==> config.mk <==
export PLATFORM = sky130hd
export DESIGN_NAME = pit_timer
export DESIGN_NICKNAME = d
export VERILOG_FILES = /design/src/pit_pkg.sv /design/src/pit_divider.sv /design/src/pit_timer.sv
export SDC_FILE = /design/constraint.sdc
export NUM_CORES = 1
export LEC_CHECK = 0
export ABC_CLOCK_PERIOD_IN_PS = 7800
export BUFFER_PORTS_ARGS = -buffer_cell sky130_fd_sc_hd__buf_4
export CORE_AREA = 8 8 97 142
export CTS_CLUSTER_SIZE = 20
export DETAILED_ROUTE_END_ITERATION = 6
export DIE_AREA = 0 0 105 150
export GPL_TIMING_DRIVEN = 1
export PLACE_DENSITY_LB_ADDON = 0.15
export REMOVE_ABC_BUFFERS = 1
export SETUP_SLACK_MARGIN = 0.02
export SYNTH_ARGS = -nofsm -noshare
export SYNTH_HDL_FRONTEND = slang
export SYNTH_SLANG_ARGS = --single-unit
==> constraint.sdc <==
create_clock -name clock -period 7.8 [get_ports clock]
set_clock_uncertainty 0.2 [all_clocks]
set_input_delay 0.78 -clock clock [delete_from_list [all_inputs] [get_ports clock]]
set_output_delay 0.78 -clock clock [all_outputs]
set_load 0.03 [all_outputs]
==> src/pit_pkg.sv <==
// periodic timer package: register map, field layout, reset values, divide ratios, carriers
// assumes a single 100 MHz clock and a plain byte-addressed register port
// Operation
// - prescale select bypasses or divides by 512
// - strap sets prescale default at reset
// - source is reference, or reference/128 fast with synthesizer on
// - selected clock divided by four again
// - modulus field sets countdown start value
// - zero modulus stops counting and requests
// - expiry requests interrupt, reloads, repeats
// - new nonzero modulus loads only at reload, zero halts at once
// - level field sets priority, zero disables
// - timer beats same-level external request
// - counter runs while interrupt is disabled
// - acknowledge drives programmed vector onto bus
// - vector field resets to 0f
// - stop saves mask, gates clocks by select
// - bus, halt, spurious monitors idle in stop
// - watchdog frozen in stop, resumes after
// - stop never clears watchdog, service does
// - timer keeps running during stop
// - higher request or reset ends stop
package pit_pkg;

  ////////////////////////////////////////////////////////////////////////////////
  // register map, byte addresses of aligned words
  localparam logic [7:0] TIMER_MODULUS_REGISTER_ADDR = 8'h00;
  localparam logic [7:0] TIMER_INTERRUPT_CONTROL_REGISTER_ADDR = 8'h04;
  localparam logic [7:0] WATCHDOG_SERVICE_REGISTER_ADDR = 8'h08;
  localparam logic [7:0] STATUS_ADDR = 8'h0c;
  localparam logic [7:0] WATCHDOG_COUNT_ADDR = 8'h10;

  // field positions
  localparam int MODULUS_LSB = 0;
  localparam int PRESCALE_BIT = 8;
  localparam int VECTOR_LSB = 0;
  localparam int LEVEL_LSB = 8;
  localparam int STAT_PENDING_BIT = 8;
  localparam int STAT_STOP_BIT = 9;
  localparam int STAT_PLL_BIT = 10;

  // reset values
  localparam logic [7:0] MODULUS_RESET = 8'h00;
  localparam logic [2:0] LEVEL_RESET = 3'h0;
  localparam logic [7:0] VECTOR_RESET = 8'h0f;

  // watchdog service sequence
  localparam logic [7:0] SERVICE_FIRST = 8'h55;
  localparam logic [7:0] SERVICE_SECOND = 8'haa;

  // divide ratios
  localparam int unsigned FAST_REF_DIV = 128;
  localparam int unsigned PRESCALE_DIV = 512;
  localparam int unsigned FINAL_DIV = 4;

  ////////////////////////////////////////////////////////////////////////////////
  // carriers and states
  typedef struct packed {
    logic valid;
    logic [2:0] level;
  } pit_ack_t;

  typedef struct packed {
    logic valid;
    logic [7:0] vector;
  } pit_vec_t;

  typedef enum logic {PWR_RUN = 1'b0, PWR_STOP = 1'b1} pit_pwr_t;
  typedef enum logic {SVC_IDLE = 1'b0, SVC_ARMED = 1'b1} pit_svc_t;

endpackage

==> src/pit_divider.sv <==
// enable-pulse divider: one output pulse per RATIO input pulses
// assumes tickIn is a one-cycle enable synchronous to clock
`timescale 1ns/10ps
`default_nettype none
module pit_divider #(
  parameter int unsigned RATIO = 4
) (
  // clock and reset
  input wire logic clock,
  input wire logic rstn,
  // enable pulses
  input wire logic tickIn,
  output logic tickOut
);

  localparam int W = $clog2(RATIO);
  localparam logic [W-1:0] LAST = W'(RATIO - 1);

  logic [W-1:0] cnt_q;

  ////////////////////////////////////////////////////////////////////////////////
  // count input pulses, free running so the ratio is exact across selections
  always_ff @(posedge clock or negedge rstn) begin
    if (!rstn) begin
      cnt_q <= '0;
      tickOut <= 1'b0;
    end else begin
      tickOut <= 1'b0;
      if (tickIn) begin
        if (cnt_q == LAST) begin
          cnt_q <= '0;
          tickOut <= 1'b1;
        end else begin
          cnt_q <= cnt_q + W'(1);
        end
      end
    end
  end

endmodule
`default_nettype wire

==> src/pit_timer.sv <==
// periodic interrupt timer with stop control and watchdog count freeze
// assumes all inputs synchronous to clock; refTick is a one-cycle reference pulse
`timescale 1ns/10ps
`default_nettype none
module pit_timer (
  // clock and reset
  input wire logic clock,
  input wire logic rstn,
  // straps and reference
  input wire logic clockModeStrap,
  input wire logic fastReference,
  input wire logic refTick,
  // register port
  input wire logic [7:0] regAddr,
  input wire logic [15:0] regWrData,
  input wire logic regWrite,
  input wire logic regRead,
  output logic [15:0] regRdData,
  // interrupt arbitration
  input wire logic [2:0] extIrqLevel,
  input wire pit_pkg::pit_ack_t ackIn,
  output logic [2:0] reqLevel,
  output logic timerWins,
  output logic extAckPass,
  output pit_pkg::pit_vec_t vectorBus,
  // low-power stop
  input wire logic lowPowerStopInstruction,
  input wire logic [2:0] cpuMask,
  input wire logic stopClockSelect,
  output logic stopMode,
  output logic sysClockGate,
  output logic monitorsEnable
);

  ////////////////////////////////////////////////////////////////////////////////
  // decode helpers

  // strict priority comparison used for arbitration and wake-up
  function automatic logic levelAbove(input logic [2:0] a, input logic [2:0] b);
    levelAbove = (a > b);
  endfunction

  // address match on a strobe
  function automatic logic hit(input logic strobe, input logic [7:0] addr,
                               input logic [7:0] target);
    hit = strobe && (addr == target);
  endfunction

  ////////////////////////////////////////////////////////////////////////////////
  // state

  logic strapDone_q;
  logic pllOn_q;
  logic timerPrescaleSelect_q;
  logic [7:0] timerModulusField_q;
  logic [2:0] timerRequestLevel_q;
  logic [7:0] timerVectorField_q;
  logic [7:0] count_q;
  logic pending_q;
  logic [2:0] savedMask_q;
  logic [15:0] watchdogCount_q;
  pit_pkg::pit_pwr_t pwr_q;
  pit_pkg::pit_svc_t svc_q;

  logic fastTick;
  logic srcTick;
  logic preTick;
  logic slowTick;
  logic finalTick;
  logic expire;
  logic ackTimer;
  logic [2:0] timerLevel;
  logic [2:0] levelNow;

  ////////////////////////////////////////////////////////////////////////////////
  // strap capture: sampled by a clocked process after reset release, never async

  always_ff @(posedge clock or negedge rstn) begin
    if (!rstn) begin
      strapDone_q <= 1'b0;
      pllOn_q <= 1'b0;
    end else if (!strapDone_q) begin
      strapDone_q <= 1'b1;
      pllOn_q <= clockModeStrap; // strap high runs the synthesizer
    end
  end

  ////////////////////////////////////////////////////////////////////////////////
  // clock chain: optional /128, optional /512, then /4

  pit_divider #(.RATIO(pit_pkg::FAST_REF_DIV)) fastDiv (
    .clock(clock),
    .rstn(rstn),
    .tickIn(refTick),
    .tickOut(fastTick)
  );

  // fast reference with synthesizer on is divided, otherwise reference used
  assign srcTick = (pllOn_q && fastReference) ? fastTick : refTick;

  pit_divider #(.RATIO(pit_pkg::PRESCALE_DIV)) preDiv (
    .clock(clock),
    .rstn(rstn),
    .tickIn(srcTick),
    .tickOut(preTick)
  );

  // prescale select picks the /512 path or bypasses it
  assign slowTick = timerPrescaleSelect_q ? preTick : srcTick;

  // whichever is selected is divided by four before the counter
  pit_divider #(.RATIO(pit_pkg::FINAL_DIV)) finalDiv (
    .clock(clock),
    .rstn(rstn),
    .tickIn(slowTick),
    .tickOut(finalTick)
  );

  ////////////////////////////////////////////////////////////////////////////////
  // timer modulus register: modulus and prescale select

  always_ff @(posedge clock or negedge rstn) begin
    if (!rstn) begin
      timerModulusField_q <= pit_pkg::MODULUS_RESET;
      timerPrescaleSelect_q <= 1'b0;
    end else if (!strapDone_q) begin
      // strap low means external clock, default to /512
      timerPrescaleSelect_q <= !clockModeStrap;
    end else if (hit(regWrite, regAddr, pit_pkg::TIMER_MODULUS_REGISTER_ADDR)) begin
      timerModulusField_q <= regWrData[pit_pkg::MODULUS_LSB +: 8];
      timerPrescaleSelect_q <= regWrData[pit_pkg::PRESCALE_BIT]; // software may override
    end
  end

  ////////////////////////////////////////////////////////////////////////////////
  // interrupt control register: level and vector

  always_ff @(posedge clock or negedge rstn) begin
    if (!rstn) begin
      timerRequestLevel_q <= pit_pkg::LEVEL_RESET;
      timerVectorField_q <= pit_pkg::VECTOR_RESET; // uninitialized vector
    end else if (hit(regWrite, regAddr, pit_pkg::TIMER_INTERRUPT_CONTROL_REGISTER_ADDR)) begin
      timerRequestLevel_q <= regWrData[pit_pkg::LEVEL_LSB +: 3];
      timerVectorField_q <= regWrData[pit_pkg::VECTOR_LSB +: 8];
    end
  end

  ////////////////////////////////////////////////////////////////////////////////
  // modulus down-counter
  // runs regardless of the level field and of stop mode; a written nonzero modulus
  // is only picked up at the reload, so only a written zero modulus cuts a long count short

  // expiry is the tick at a count of one with a nonzero modulus, which reloads instead of reaching zero
  assign expire = finalTick && (timerModulusField_q != 8'h00) && (count_q == 8'h01);

  always_ff @(posedge clock or negedge rstn) begin
    if (!rstn) begin
      count_q <= 8'h00;
    end else if (finalTick) begin
      if (timerModulusField_q == 8'h00) begin
        count_q <= 8'h00; // zero modulus halts the counter
      end else if (count_q <= 8'h01) begin
        count_q <= timerModulusField_q; // reload and repeat
      end else begin
        count_q <= count_q - 8'h01; // keeps counting in stop, level ignored
      end
    end
  end

  ////////////////////////////////////////////////////////////////////////////////
  // request pending flag; a new expiry wins over an acknowledge in the same cycle

  assign timerLevel = pending_q ? timerRequestLevel_q : 3'h0;
  assign ackTimer = ackIn.valid && pending_q && (ackIn.level == timerRequestLevel_q);

  always_ff @(posedge clock or negedge rstn) begin
    if (!rstn) begin
      pending_q <= 1'b0;
    end else if (expire && (timerRequestLevel_q != 3'h0)) begin
      pending_q <= 1'b1; // level zero never raises a request
    end else if (ackTimer || (timerRequestLevel_q == 3'h0)) begin
      pending_q <= 1'b0; // cleared by its own acknowledge or by a level of zero
    end
  end

  ////////////////////////////////////////////////////////////////////////////////
  // arbitration toward the core; ties go to the timer

  // highest active level seen by the core and the stop wake logic
  assign levelNow = levelAbove(extIrqLevel, timerLevel) ? extIrqLevel : timerLevel;

  always_ff @(posedge clock or negedge rstn) begin
    if (!rstn) begin
      reqLevel <= 3'h0;
      timerWins <= 1'b0;
    end else begin
      reqLevel <= levelNow;
      timerWins <= (timerLevel != 3'h0) && !levelAbove(extIrqLevel, timerLevel);
    end
  end

  // acknowledge answer: timer vector first, else pass to the external source
  always_ff @(posedge clock or negedge rstn) begin
    if (!rstn) begin
      vectorBus <= '0;
      extAckPass <= 1'b0;
    end else begin
      vectorBus.valid <= ackTimer;
      vectorBus.vector <= ackTimer ? timerVectorField_q : 8'h00;
      extAckPass <= ackIn.valid && !ackTimer && (ackIn.level == extIrqLevel);
    end
  end

  ////////////////////////////////////////////////////////////////////////////////
  // low-power stop control

  always_ff @(posedge clock or negedge rstn) begin
    if (!rstn) begin
      pwr_q <= pit_pkg::PWR_RUN; // reset also ends stop
      savedMask_q <= 3'h0;
    end else begin
      unique case (pwr_q)
        pit_pkg::PWR_RUN: begin
          if (lowPowerStopInstruction) begin
            pwr_q <= pit_pkg::PWR_STOP;
            savedMask_q <= cpuMask; // mask kept in clock control
          end
        end
        pit_pkg::PWR_STOP: begin
          if (levelAbove(levelNow, savedMask_q)) begin
            pwr_q <= pit_pkg::PWR_RUN; // request above saved mask wakes
          end
        end
      endcase
    end
  end

  // registered stop outputs; monitors idle while stopped, clocks gated in stop when stopClockSelect is low
  always_ff @(posedge clock or negedge rstn) begin
    if (!rstn) begin
      stopMode <= 1'b0;
      sysClockGate <= 1'b0;
      monitorsEnable <= 1'b1;
    end else begin
      stopMode <= (pwr_q == pit_pkg::PWR_STOP);
      sysClockGate <= (pwr_q == pit_pkg::PWR_STOP) && !stopClockSelect;
      monitorsEnable <= (pwr_q == pit_pkg::PWR_RUN);
    end
  end

  ////////////////////////////////////////////////////////////////////////////////
  // watchdog count: frozen in stop, restarted only by a full service sequence
  // the timeout compare lives elsewhere; only the count is kept here

  always_ff @(posedge clock or negedge rstn) begin
    if (!rstn) begin
      svc_q <= pit_pkg::SVC_IDLE;
    end else if (hit(regWrite, regAddr, pit_pkg::WATCHDOG_SERVICE_REGISTER_ADDR)) begin
      unique case (svc_q)
        pit_pkg::SVC_IDLE: begin
          if (regWrData[7:0] == pit_pkg::SERVICE_FIRST) begin
            svc_q <= pit_pkg::SVC_ARMED;
          end
        end
        pit_pkg::SVC_ARMED: begin
          // a repeated first byte keeps the sequence armed
          if (regWrData[7:0] != pit_pkg::SERVICE_FIRST) begin
            svc_q <= pit_pkg::SVC_IDLE;
          end
        end
      endcase
    end
  end

  always_ff @(posedge clock or negedge rstn) begin
    if (!rstn) begin
      watchdogCount_q <= 16'h0000;
    end else if (hit(regWrite, regAddr, pit_pkg::WATCHDOG_SERVICE_REGISTER_ADDR)
                 && (svc_q == pit_pkg::SVC_ARMED)
                 && (regWrData[7:0] == pit_pkg::SERVICE_SECOND)) begin
      watchdogCount_q <= 16'h0000; // only service restarts the count
    end else if (pwr_q == pit_pkg::PWR_RUN) begin
      watchdogCount_q <= watchdogCount_q + 16'h0001; // held while stopped
    end
  end

  ////////////////////////////////////////////////////////////////////////////////
  // read port: data in the cycle after the strobe, unmapped reads return zero

  always_ff @(posedge clock or negedge rstn) begin
    if (!rstn) begin
      regRdData <= 16'h0000;
    end else if (regRead) begin
      unique case (regAddr)
        pit_pkg::TIMER_MODULUS_REGISTER_ADDR: begin
          regRdData <= {7'h00, timerPrescaleSelect_q, timerModulusField_q};
        end
        pit_pkg::TIMER_INTERRUPT_CONTROL_REGISTER_ADDR: begin
          regRdData <= {5'h00, timerRequestLevel_q, timerVectorField_q};
        end
        pit_pkg::STATUS_ADDR: begin
          regRdData <= {5'h00, pllOn_q, (pwr_q == pit_pkg::PWR_STOP), pending_q, count_q};
        end
        pit_pkg::WATCHDOG_COUNT_ADDR: begin
          regRdData <= watchdogCount_q;
        end
        default: begin
          regRdData <= 16'h0000; // service register is write only
        end
      endcase
    end else begin
      regRdData <= 16'h0000;
    end
  end

endmodule
`default_nettype wire

==> results of run 1 <==
==> flip-flops by register name, indices dropped and copies added (netlist names), 2 cells and up <==
register and cells:
timerRequestLevel_q 3, savedMask_q 3, timerVectorField_q 8, fastDiv.cnt_q 7
reqLevel 3, count_q 8, finalDiv.cnt_q 2, timerModulusField_q 8
regRdData 16, preDiv.cnt_q 9, watchdogCount_q 16, vectorBus 9
==> final timing paths <==
| kind | from | end | slack (ns) | cells after the start |
|---|---|---|---|---|
| max in group asynchronous | rstn | timerModulusField_q[5] | 6.02 | 2 |
| setup / recovery | timerRequestLevel_q[1] | pwr_q | 4.79 | 11 |
| setup reg to reg | timerRequestLevel_q[1] | pwr_q | 4.79 | 11 |
| hold / removal | rstn | sysClockGate | 0.26 | 1 |
| hold reg to reg | fastDiv.cnt_q[6] | fastDiv.cnt_q[6] | 0.27 | 1 |
| min in group clock | fastDiv.cnt_q[6] | fastDiv.cnt_q[6] | 0.27 | 1 |
==> layer usage <==
metal / part of all wire / GRT usage
met1: 0.43 / 0.1814
met3: 0.047 / 0.03922
met4: 0.028 / 0.07168
met2: 0.50 / 0.2683
met5: 0 / 0
==> layout make-up <==
| cell class | instances | area (um^2) | area share |
|---|---|---|---|
| clock buffer | 11 | 242.7 | 0.04020 |
| clock inverter | 5 | 38.79 | 0.006424 |
| inverter | 18 | 67.56 | 0.01119 |
| multi-input combinational | 333 | 2306 | 0.3819 |
| sequential | 106 | 2659 | 0.4403 |
| tap | 153 | 191.4 | 0.03170 |
| timing repair buffer | 71 | 533.0 | 0.08827 |
==> power by group through the flow <==
stage               registers [W]  clock network (W)  logic [W]
finish                   0.000757           0.000430   0.000309
global placement         0.000762                  0   0.000300
detailed placement       0.000766                  0   0.000312
floorplan                0.000744                  0   0.000208
global route             0.000770           0.000462   0.000354
CTS                      0.000757           0.000442   0.000313
==> kinds of logic (layout without fill, tap and decap cells) <==
family | Yosys count | count (layout) | synth area share
xor gates and xnor gates | 24 | 24 | 0.04101
buffers and inverters | 36 | 105 | 0.03148
other | 1 | 1 | 0.0007315
adders and majority gates | 13 | 13 | 0.03173
muxes | 49 | 49 | 0.1045
DFF | 106 | 106 | 0.5187
and+or+nand+nor | 169 | 169 | 0.1711
AOI/OAI and AO/OA | 77 | 77 | 0.1008
==> placed cells by master (no fill, tap or decap), types with 15 or more instances in the layout <==
cell type	n
sky130_fd_sc_hd__dfrtp_1	101
sky130_fd_sc_hd__buf_4	71
sky130_fd_sc_hd__nor2_1	45
sky130_fd_sc_hd__mux2_2	36
sky130_fd_sc_hd__nand2_1	26
sky130_fd_sc_hd__o21ai_0	25
sky130_fd_sc_hd__inv_1	18
sky130_fd_sc_hd__nand3_1	17
sky130_fd_sc_hd__xnor2_1	17
sky130_fd_sc_hd__and2_1	15
==> per-stage QoR <==
| step | setup WS (ns) | cells | cell area [um^2] | hold slack [ns] | util |
|---|---|---|---|---|---|
| CTS | 4.810 | 697 | 6038 | 0.2741 | 0.5130 |
| global route | 4.634 | 697 | 6038 | 0.3034 | 0.5130 |
| detailed placement | 4.476 | 681 | 5757 | 0.2591 | 0.4891 |
| floorplan | 4.918 | 457 | 5032 | 0.2423 | - |
| finish | 4.793 | 697 | 6038 | 0.2594 | 0.5130 |
| global placement | 4.594 | 681 | 5757 | 0.2602 | 0.4891 |
==> worst max-delay path: stages, from the launching register on <==
cell	delay, ns
sky130_fd_sc_hd__dfrtp_1	0.46
sky130_fd_sc_hd__nand2_1	0.11
sky130_fd_sc_hd__ha_1	0.31
sky130_fd_sc_hd__nor2b_1	0.14
sky130_fd_sc_hd__o21ai_0	0.11
sky130_fd_sc_hd__a32oi_1	0.44
sky130_fd_sc_hd__mux2i_1	0.35
sky130_fd_sc_hd__ha_1	0.29
sky130_fd_sc_hd__nor2b_1	0.13
sky130_fd_sc_hd__o21a_1	0.16
sky130_fd_sc_hd__o21ai_0	0.14
sky130_fd_sc_hd__a21o_1	0.13
==> results.json, run 1 <==
{
  "status": "finished, final reports clean",
  "antenna_left": 0,
  "nFillCells": 1064,
  "cp.arrival_ns": 3.09,
  "pwr-share-seq": 0.506,
  "grt_start_max_net_pins": 55,
  "hp-class": "input pin to asynchronous set/reset pin",
  "place.port_buffers": 70,
  "powerDensity_nw_per_um2": 247.9,
  "global_route.overflow_total": 0,
  "power.share.clock": 0.287,
  "grt_pass1_vias": 3823,
  "cts.sinks": 106,
  "drt_pass1_iterations": 4,
  "detailedRoute.firstIterationViolations": 218,
  "place.detailed.hpwl_um": 9002,
  "io_pins": 76,
  "final-max-slew-violation-count": 0,
  "synth_top_cell_by_area": "sky130_fd_sc_hd__dfrtp_1",
  "syn_area_um2": 5126,
  "vdd.ir_drop.worst_mv": 0.1411,
  "post_synthesis_mean_instance_area_um2": 10.79,
  "via_per_inst": 5.399,
  "clock_latency_ns": 0.34,
  "critical_path_required_ns": 7.88,
  "antennaDiodeCount": 0,
  "power.share.combinational": 0.207,
  "clock-root-buffer": "sky130_fd_sc_hd__clkbuf_16",
  "coreArea_um2": 11770,
  "layout-area-overhead-vs-synth_pct": 17.79,
  "std_cell_rows": 49,
  "post_drt_wl_per_cell_um": 17.24,
  "worst_path_clk_slew_ns": 0.07,
  "postCtsHoldBufs": 0,
  "initial_core_utilization": 0.4355,
  "synth_area_leaders": "sky130_fd_sc_hd__dfrtp_1 (49%), sky130_fd_sc_hd__mux2_2 (7.9%), sky130_fd_sc_hd__nor2_1 (3.3%), sky130_fd_sc_hd__ha_1 (3.2%), sky130_fd_sc_hd__xnor2_1 (2.9%)",
  "htree_num_levels": 3,
  "cts_made_buffers": 9,
  "timing_hold_violations_final": 0,
  "register_bit_count_reported_by_yosys": 106,
  "p_switching_w": 0.0004769,
  "critPathCaptureType": "register",
  "finalSetupTns_ns": 0,
  "ys_dominant_reg_cell": "sky130_fd_sc_hd__dfrtp_1",
  "tightestPinTransition_ns": 1.009,
  "route.detailed.drc": 0,
  "power_switching_share": 0.3187,
  "ys_async_rst_share": 1.000,
  "power_w": 0.001497,
  "synth.most_common_cell": "sky130_fd_sc_hd__dfrtp_1",
  "timing.fmax_ghz": 0.3325,
  "postCtsSetupRepairBufs": 0,
  "synth_top_cell_area_share": 0.4930,
  "setup_viol": 0,
  "cell_internal_pwr_w": 0.001020,
  "worst_setup_path_start_kind": "register",
  "synth_enable_flop_cells": 0,
  "drive_gt1_frac": 0.2500,
  "min_period_over_period": 0.3856,
  "die_w_um": 105,
  "worst-setup-path-type": "register to register",
  "routed-via-count": 3763,
  "path_max_fanout": 6,
  "die_y_um": 150,
  "cts_repair_resize_count": 0,
  "synth_cells": 475,
  "die_area_um2": 15750,
  "totalWireLength_um": 12010,
  "place.gp.congestion": 0.8824,
  "layout_min_cycle_time_ns": 3.007,
  "global_route.usage.total": 0.1570,
  "synth_top_cells_by_count": "sky130_fd_sc_hd__dfrtp_1 (101), sky130_fd_sc_hd__nor2_1 (45), sky130_fd_sc_hd__mux2_2 (36)",
  "antenna_found_initial": 0,
  "number_of_maximum_capacitance_constraint_violations": 0,
  "count_of_nets_after_finishing": 595,
  "tritoncts": "yes",
  "yosys_warnings": 0,
  "power.leakage_nw": 2.742,
  "rsz_0062_raised_after_global_routing": "no",
  "ys_types": 51,
  "grt_first_pass_wirelength_um": 19540,
  "synth.yosys.seq_area_share": 0.5187,
  "cts_buffer_depth": 2,
  "worst_slew_margin_rel": 0.3222
}
No activity file was read; power rests on OpenSTA's default activity.
==> run 2: changes to the inputs <==
- ABC_AREA: unset -> 1
- ABC_CLOCK_PERIOD_IN_PS: 7800 -> 2990
- CORE_AREA: 8 8 97 142 -> 8 8 100 148
- DIE_AREA: 0 0 105 150 -> 0 0 108 156
- clock period: 7.8 -> 2.99 ns (I/O delays scaled with it)
==> results.json, run 2 <==
{
  "worst_slew_margin_rel": 0.5444,
  "setup_viol": 0,
  "yosys_warnings": 0,
  "via_per_inst": 4.982,
  "nFillCells": 1187,
  "most-common-layout-cells": "sky130_fd_sc_hd__nand2_1 (167), sky130_fd_sc_hd__nor2_1 (113), sky130_fd_sc_hd__dfrtp_1 (101), sky130_fd_sc_hd__inv_1 (92), sky130_fd_sc_hd__buf_4 (71)",
  "layout.area.seq_um2": 2659,
  "critical_path_required_ns": 3.03,
  "min_period_over_period": 0.8262,
  "synth_top_cell_area_share": 0.4531,
  "grt_pass1_vias": 4730,
  "tritoncts": "yes",
  "hp-class": "input pin to register",
  "powerDensity_nw_per_um2": 606.8,
  "clock_latency_ns": 0.35,
  "layout.cells.most_common": "sky130_fd_sc_hd__nand2_1",
  "power.share.combinational": 0.234,
  "p_switching_w": 0.001316,
  "crit_chain": "nand2_1 > ha_1 > nand2_1 > o21ai_1 > nand2_1 > nor2_1 > a21oi_1 > ha_1 > nand2_1 > o21ai_0 > nand2_1 > nand2_1 > nand2_1",
  "top_registers": "regRdData (16), watchdogCount_q (16)",
  "synth_area_leaders": "sky130_fd_sc_hd__dfrtp_1 (45%), sky130_fd_sc_hd__nand2_1 (11%), sky130_fd_sc_hd__nor2_1 (7.6%), sky130_fd_sc_hd__inv_1 (6.2%), sky130_fd_sc_hd__nand3_1 (5.0%)",
  "global_route.usage.total": 0.1690,
  "critical_path.slowest_cell": "sky130_fd_sc_hd__dfrtp_1",
  "ys_async_rst_share": 1.000,
  "synth.most_common_cell": "sky130_fd_sc_hd__nand2_1",
  "totalWireLength_um": 13650,
  "tightestPinTransition_ns": 0.6833,
  "grt_start_max_net_pins": 54,
  "path_max_fanout": 5,
  "synth_top_cell_by_area": "sky130_fd_sc_hd__dfrtp_1",
  "die_area_um2": 16850,
  "worst_path_clk_slew_ns": 0.07,
  "ys_dominant_reg_cell": "sky130_fd_sc_hd__dfrtp_1",
  "synth.yosys.seq_area_share": 0.4767,
  "io_pins": 76,
  "detailedRoute.firstIterationViolations": 203,
  "post_drt_wl_per_cell_um": 14.22,
  "clock-root-buffer": "sky130_fd_sc_hd__clkbuf_16",
  "synth_top_cells_by_count": "sky130_fd_sc_hd__nand2_1 (167), sky130_fd_sc_hd__nor2_1 (113), sky130_fd_sc_hd__dfrtp_1 (101)",
  "htree_num_levels": 3,
  "synth_enable_flop_cells": 0,
  "holdWs_ns": 0.03380,
  "place.gp.congestion": 0.8727,
  "global_route.overflow_total": 0,
  "multi_input_comb_area_um2": 2457,
  "grt_first_pass_wirelength_um": 22520,
  "layout-area-overhead-vs-synth_pct": 20.82,
  "syn_area_um2": 5578,
  "power.share.clock": 0.306,
  "timing.fmax_ghz": 0.4048,
  "cp.arrival_ns": 2.51,
  "final-max-slew-violation-count": 0,
  "coreArea_um2": 12700,
  "ys_types": 37,
  "register_bit_count_reported_by_yosys": 106,
  "finalSetupTns_ns": 0,
  "crit_path_max_incr_delay_ns": 0.41,
  "routed-via-count": 4783,
  "timing_hold_violations_final": 0,
  "initial_core_utilization": 0.4393,
  "pwr-share-seq": 0.460,
  "std_cell_rows": 51,
  "power.leakage_nw": 3.462,
  "number_of_maximum_capacitance_constraint_violations": 0,
  "worst-setup-path-type": "register to register",
  "drive_gt1_frac": 0.1773,
  "place.port_buffers": 70,
  "cts_made_buffers": 9,
  "die_y_um": 156,
  "worst_setup_path_start_kind": "register",
  "layout_min_cycle_time_ns": 2.470,
  "antenna_found_initial": 0,
  "cts.sinks": 106,
  "synth_cells": 706,
  "drt_pass1_iterations": 5,
  "status": "finished, final reports clean",
  "antennaDiodeCount": 0,
  "cell_internal_pwr_w": 0.002773,
  "rsz_0062_raised_after_global_routing": "no",
  "critPathCaptureType": "register",
  "route.detailed.drc": 0,
  "cts_buffer_depth": 2,
  "post_synthesis_mean_instance_area_um2": 7.901,
  "die_w_um": 108,
  "count_of_nets_after_finishing": 852,
  "vdd.ir_drop.worst_mv": 0.3514,
  "critical_path.most_common_cell": "sky130_fd_sc_hd__nand2_1",
  "antenna_left": 0,
  "place.detailed.hpwl_um": 10560,
  "power_switching_share": 0.3219
}
[run 2: cell count changes after synthesis, moves of 13 or more]
cell | previous run | this run
sky130_fd_sc_hd__mux2_2 | 36 | 1
sky130_fd_sc_hd__mux2i_1 | 13 | 0
sky130_fd_sc_hd__nand2_1 | 26 | 167
sky130_fd_sc_hd__o21ai_2 | 0 | 19
sky130_fd_sc_hd__and2_1 | 15 | 0
sky130_fd_sc_hd__inv_1 | 18 | 92
sky130_fd_sc_hd__nor2_1 | 45 | 113
sky130_fd_sc_hd__nand3_1 | 17 | 56
[run 2: kinds of logic after synthesis]
logic type | after synthesis | synth area share
adder cells (fa/ha/maj) | 13 | 0.02916
other | 1 | 0.0006723
buffers and inverters | 110 | 0.08277
AO/OA/AOI/OAI | 70 | 0.07694
XOR/XNOR | 11 | 0.01727
multiplexers | 1 | 0.002019
flip-flops | 106 | 0.4767
AND/OR/NAND/NOR | 394 | 0.3145
[run 2: metal layers]
layer / GRT usage / wire (um) / part of all wire / vias to the layer above
met5: 0 / 0 / 0 / -
li1: - / - / - / 2410
met2: 0.3037 / 7235 / 0.53 / 104
met4: 0.09296 / 520 / 0.038 / 0
met1: 0.1838 / 5369 / 0.39 / 2234
met3: 0.02316 / 527 / 0.039 / 35
[run 2: worst paths after layout]
check	startpoint	to	slack (ns)	depth (start not counted)
worst min-delay path	ackIn[3]	extAckPass	0.03	3
worst max-delay path	pending_q	pwr_q	0.52	13
worst max register to register	pending_q	pwr_q	0.52	13
worst min register to register	preDiv.cnt_q[8]	preDiv.cnt_q[8]	0.30	2
min in group asynchronous	rstn	savedMask_q[1]	0.34	2
max in group asynchronous	rstn	timerVectorField_q[3]	1.53	3
[run 2: repair_timing]
item	CTS	global route
endpoints found under the hold margin	68	0
hold buffers	19	0
setup buffers	0	0
endpoints found under the setup margin	0	0
resized for setup	0	0
[run 2: through the flow]
stage          worst slack, ns  total power, W  instances  utilization  area, um^2
3_3_place_gp            0.6742        0.002809        925       0.4911        6236
3_5_place_dp            0.5328        0.002846        925       0.4911        6236
4_1_cts                 0.5228        0.004126        960       0.5307        6739
5_1_grt                 0.3256        0.004333        960       0.5307        6739
2_1_floorplan           0.8083        0.002505        694            -        5484
6_report                0.5196        0.004089        960       0.5307        6739
[run 2: final cells by class]
| cell class | instances | area share |
|---|---|---|
| well taps | 159 | 0.02952 |
| repair buffers | 91 | 0.1103 |
| clock inverters | 5 | 0.01188 |
| multi-input cells | 490 | 0.3646 |
| flip-flops and latches | 106 | 0.3945 |
| clock buffers | 11 | 0.03453 |
| inverters | 98 | 0.05459 |
[run 2: worst max-delay path: cells and delay by family (launching register included)]
family	cells	cell delay (ns)
AND/OR/NAND/NOR	8	0.68
adder cells (fa/ha/maj)	2	0.64
AO/OA/AOI/OAI	3	0.44
flip-flops	1	0.41
[run 2: power groups by stage]
| stage | Combinational, W | Sequential [W] | Clock [W] |
|---|---|---|---|
| floorplan | 0.000591 | 0.00191 | 0 |
| global placement | 0.000911 | 0.00190 | 0 |
| detailed placement | 0.000942 | 0.00190 | 0 |
| CTS | 0.000968 | 0.00188 | 0.00128 |
| global route | 0.00109 | 0.00191 | 0.00133 |
| finish | 0.000958 | 0.00188 | 0.00125 |
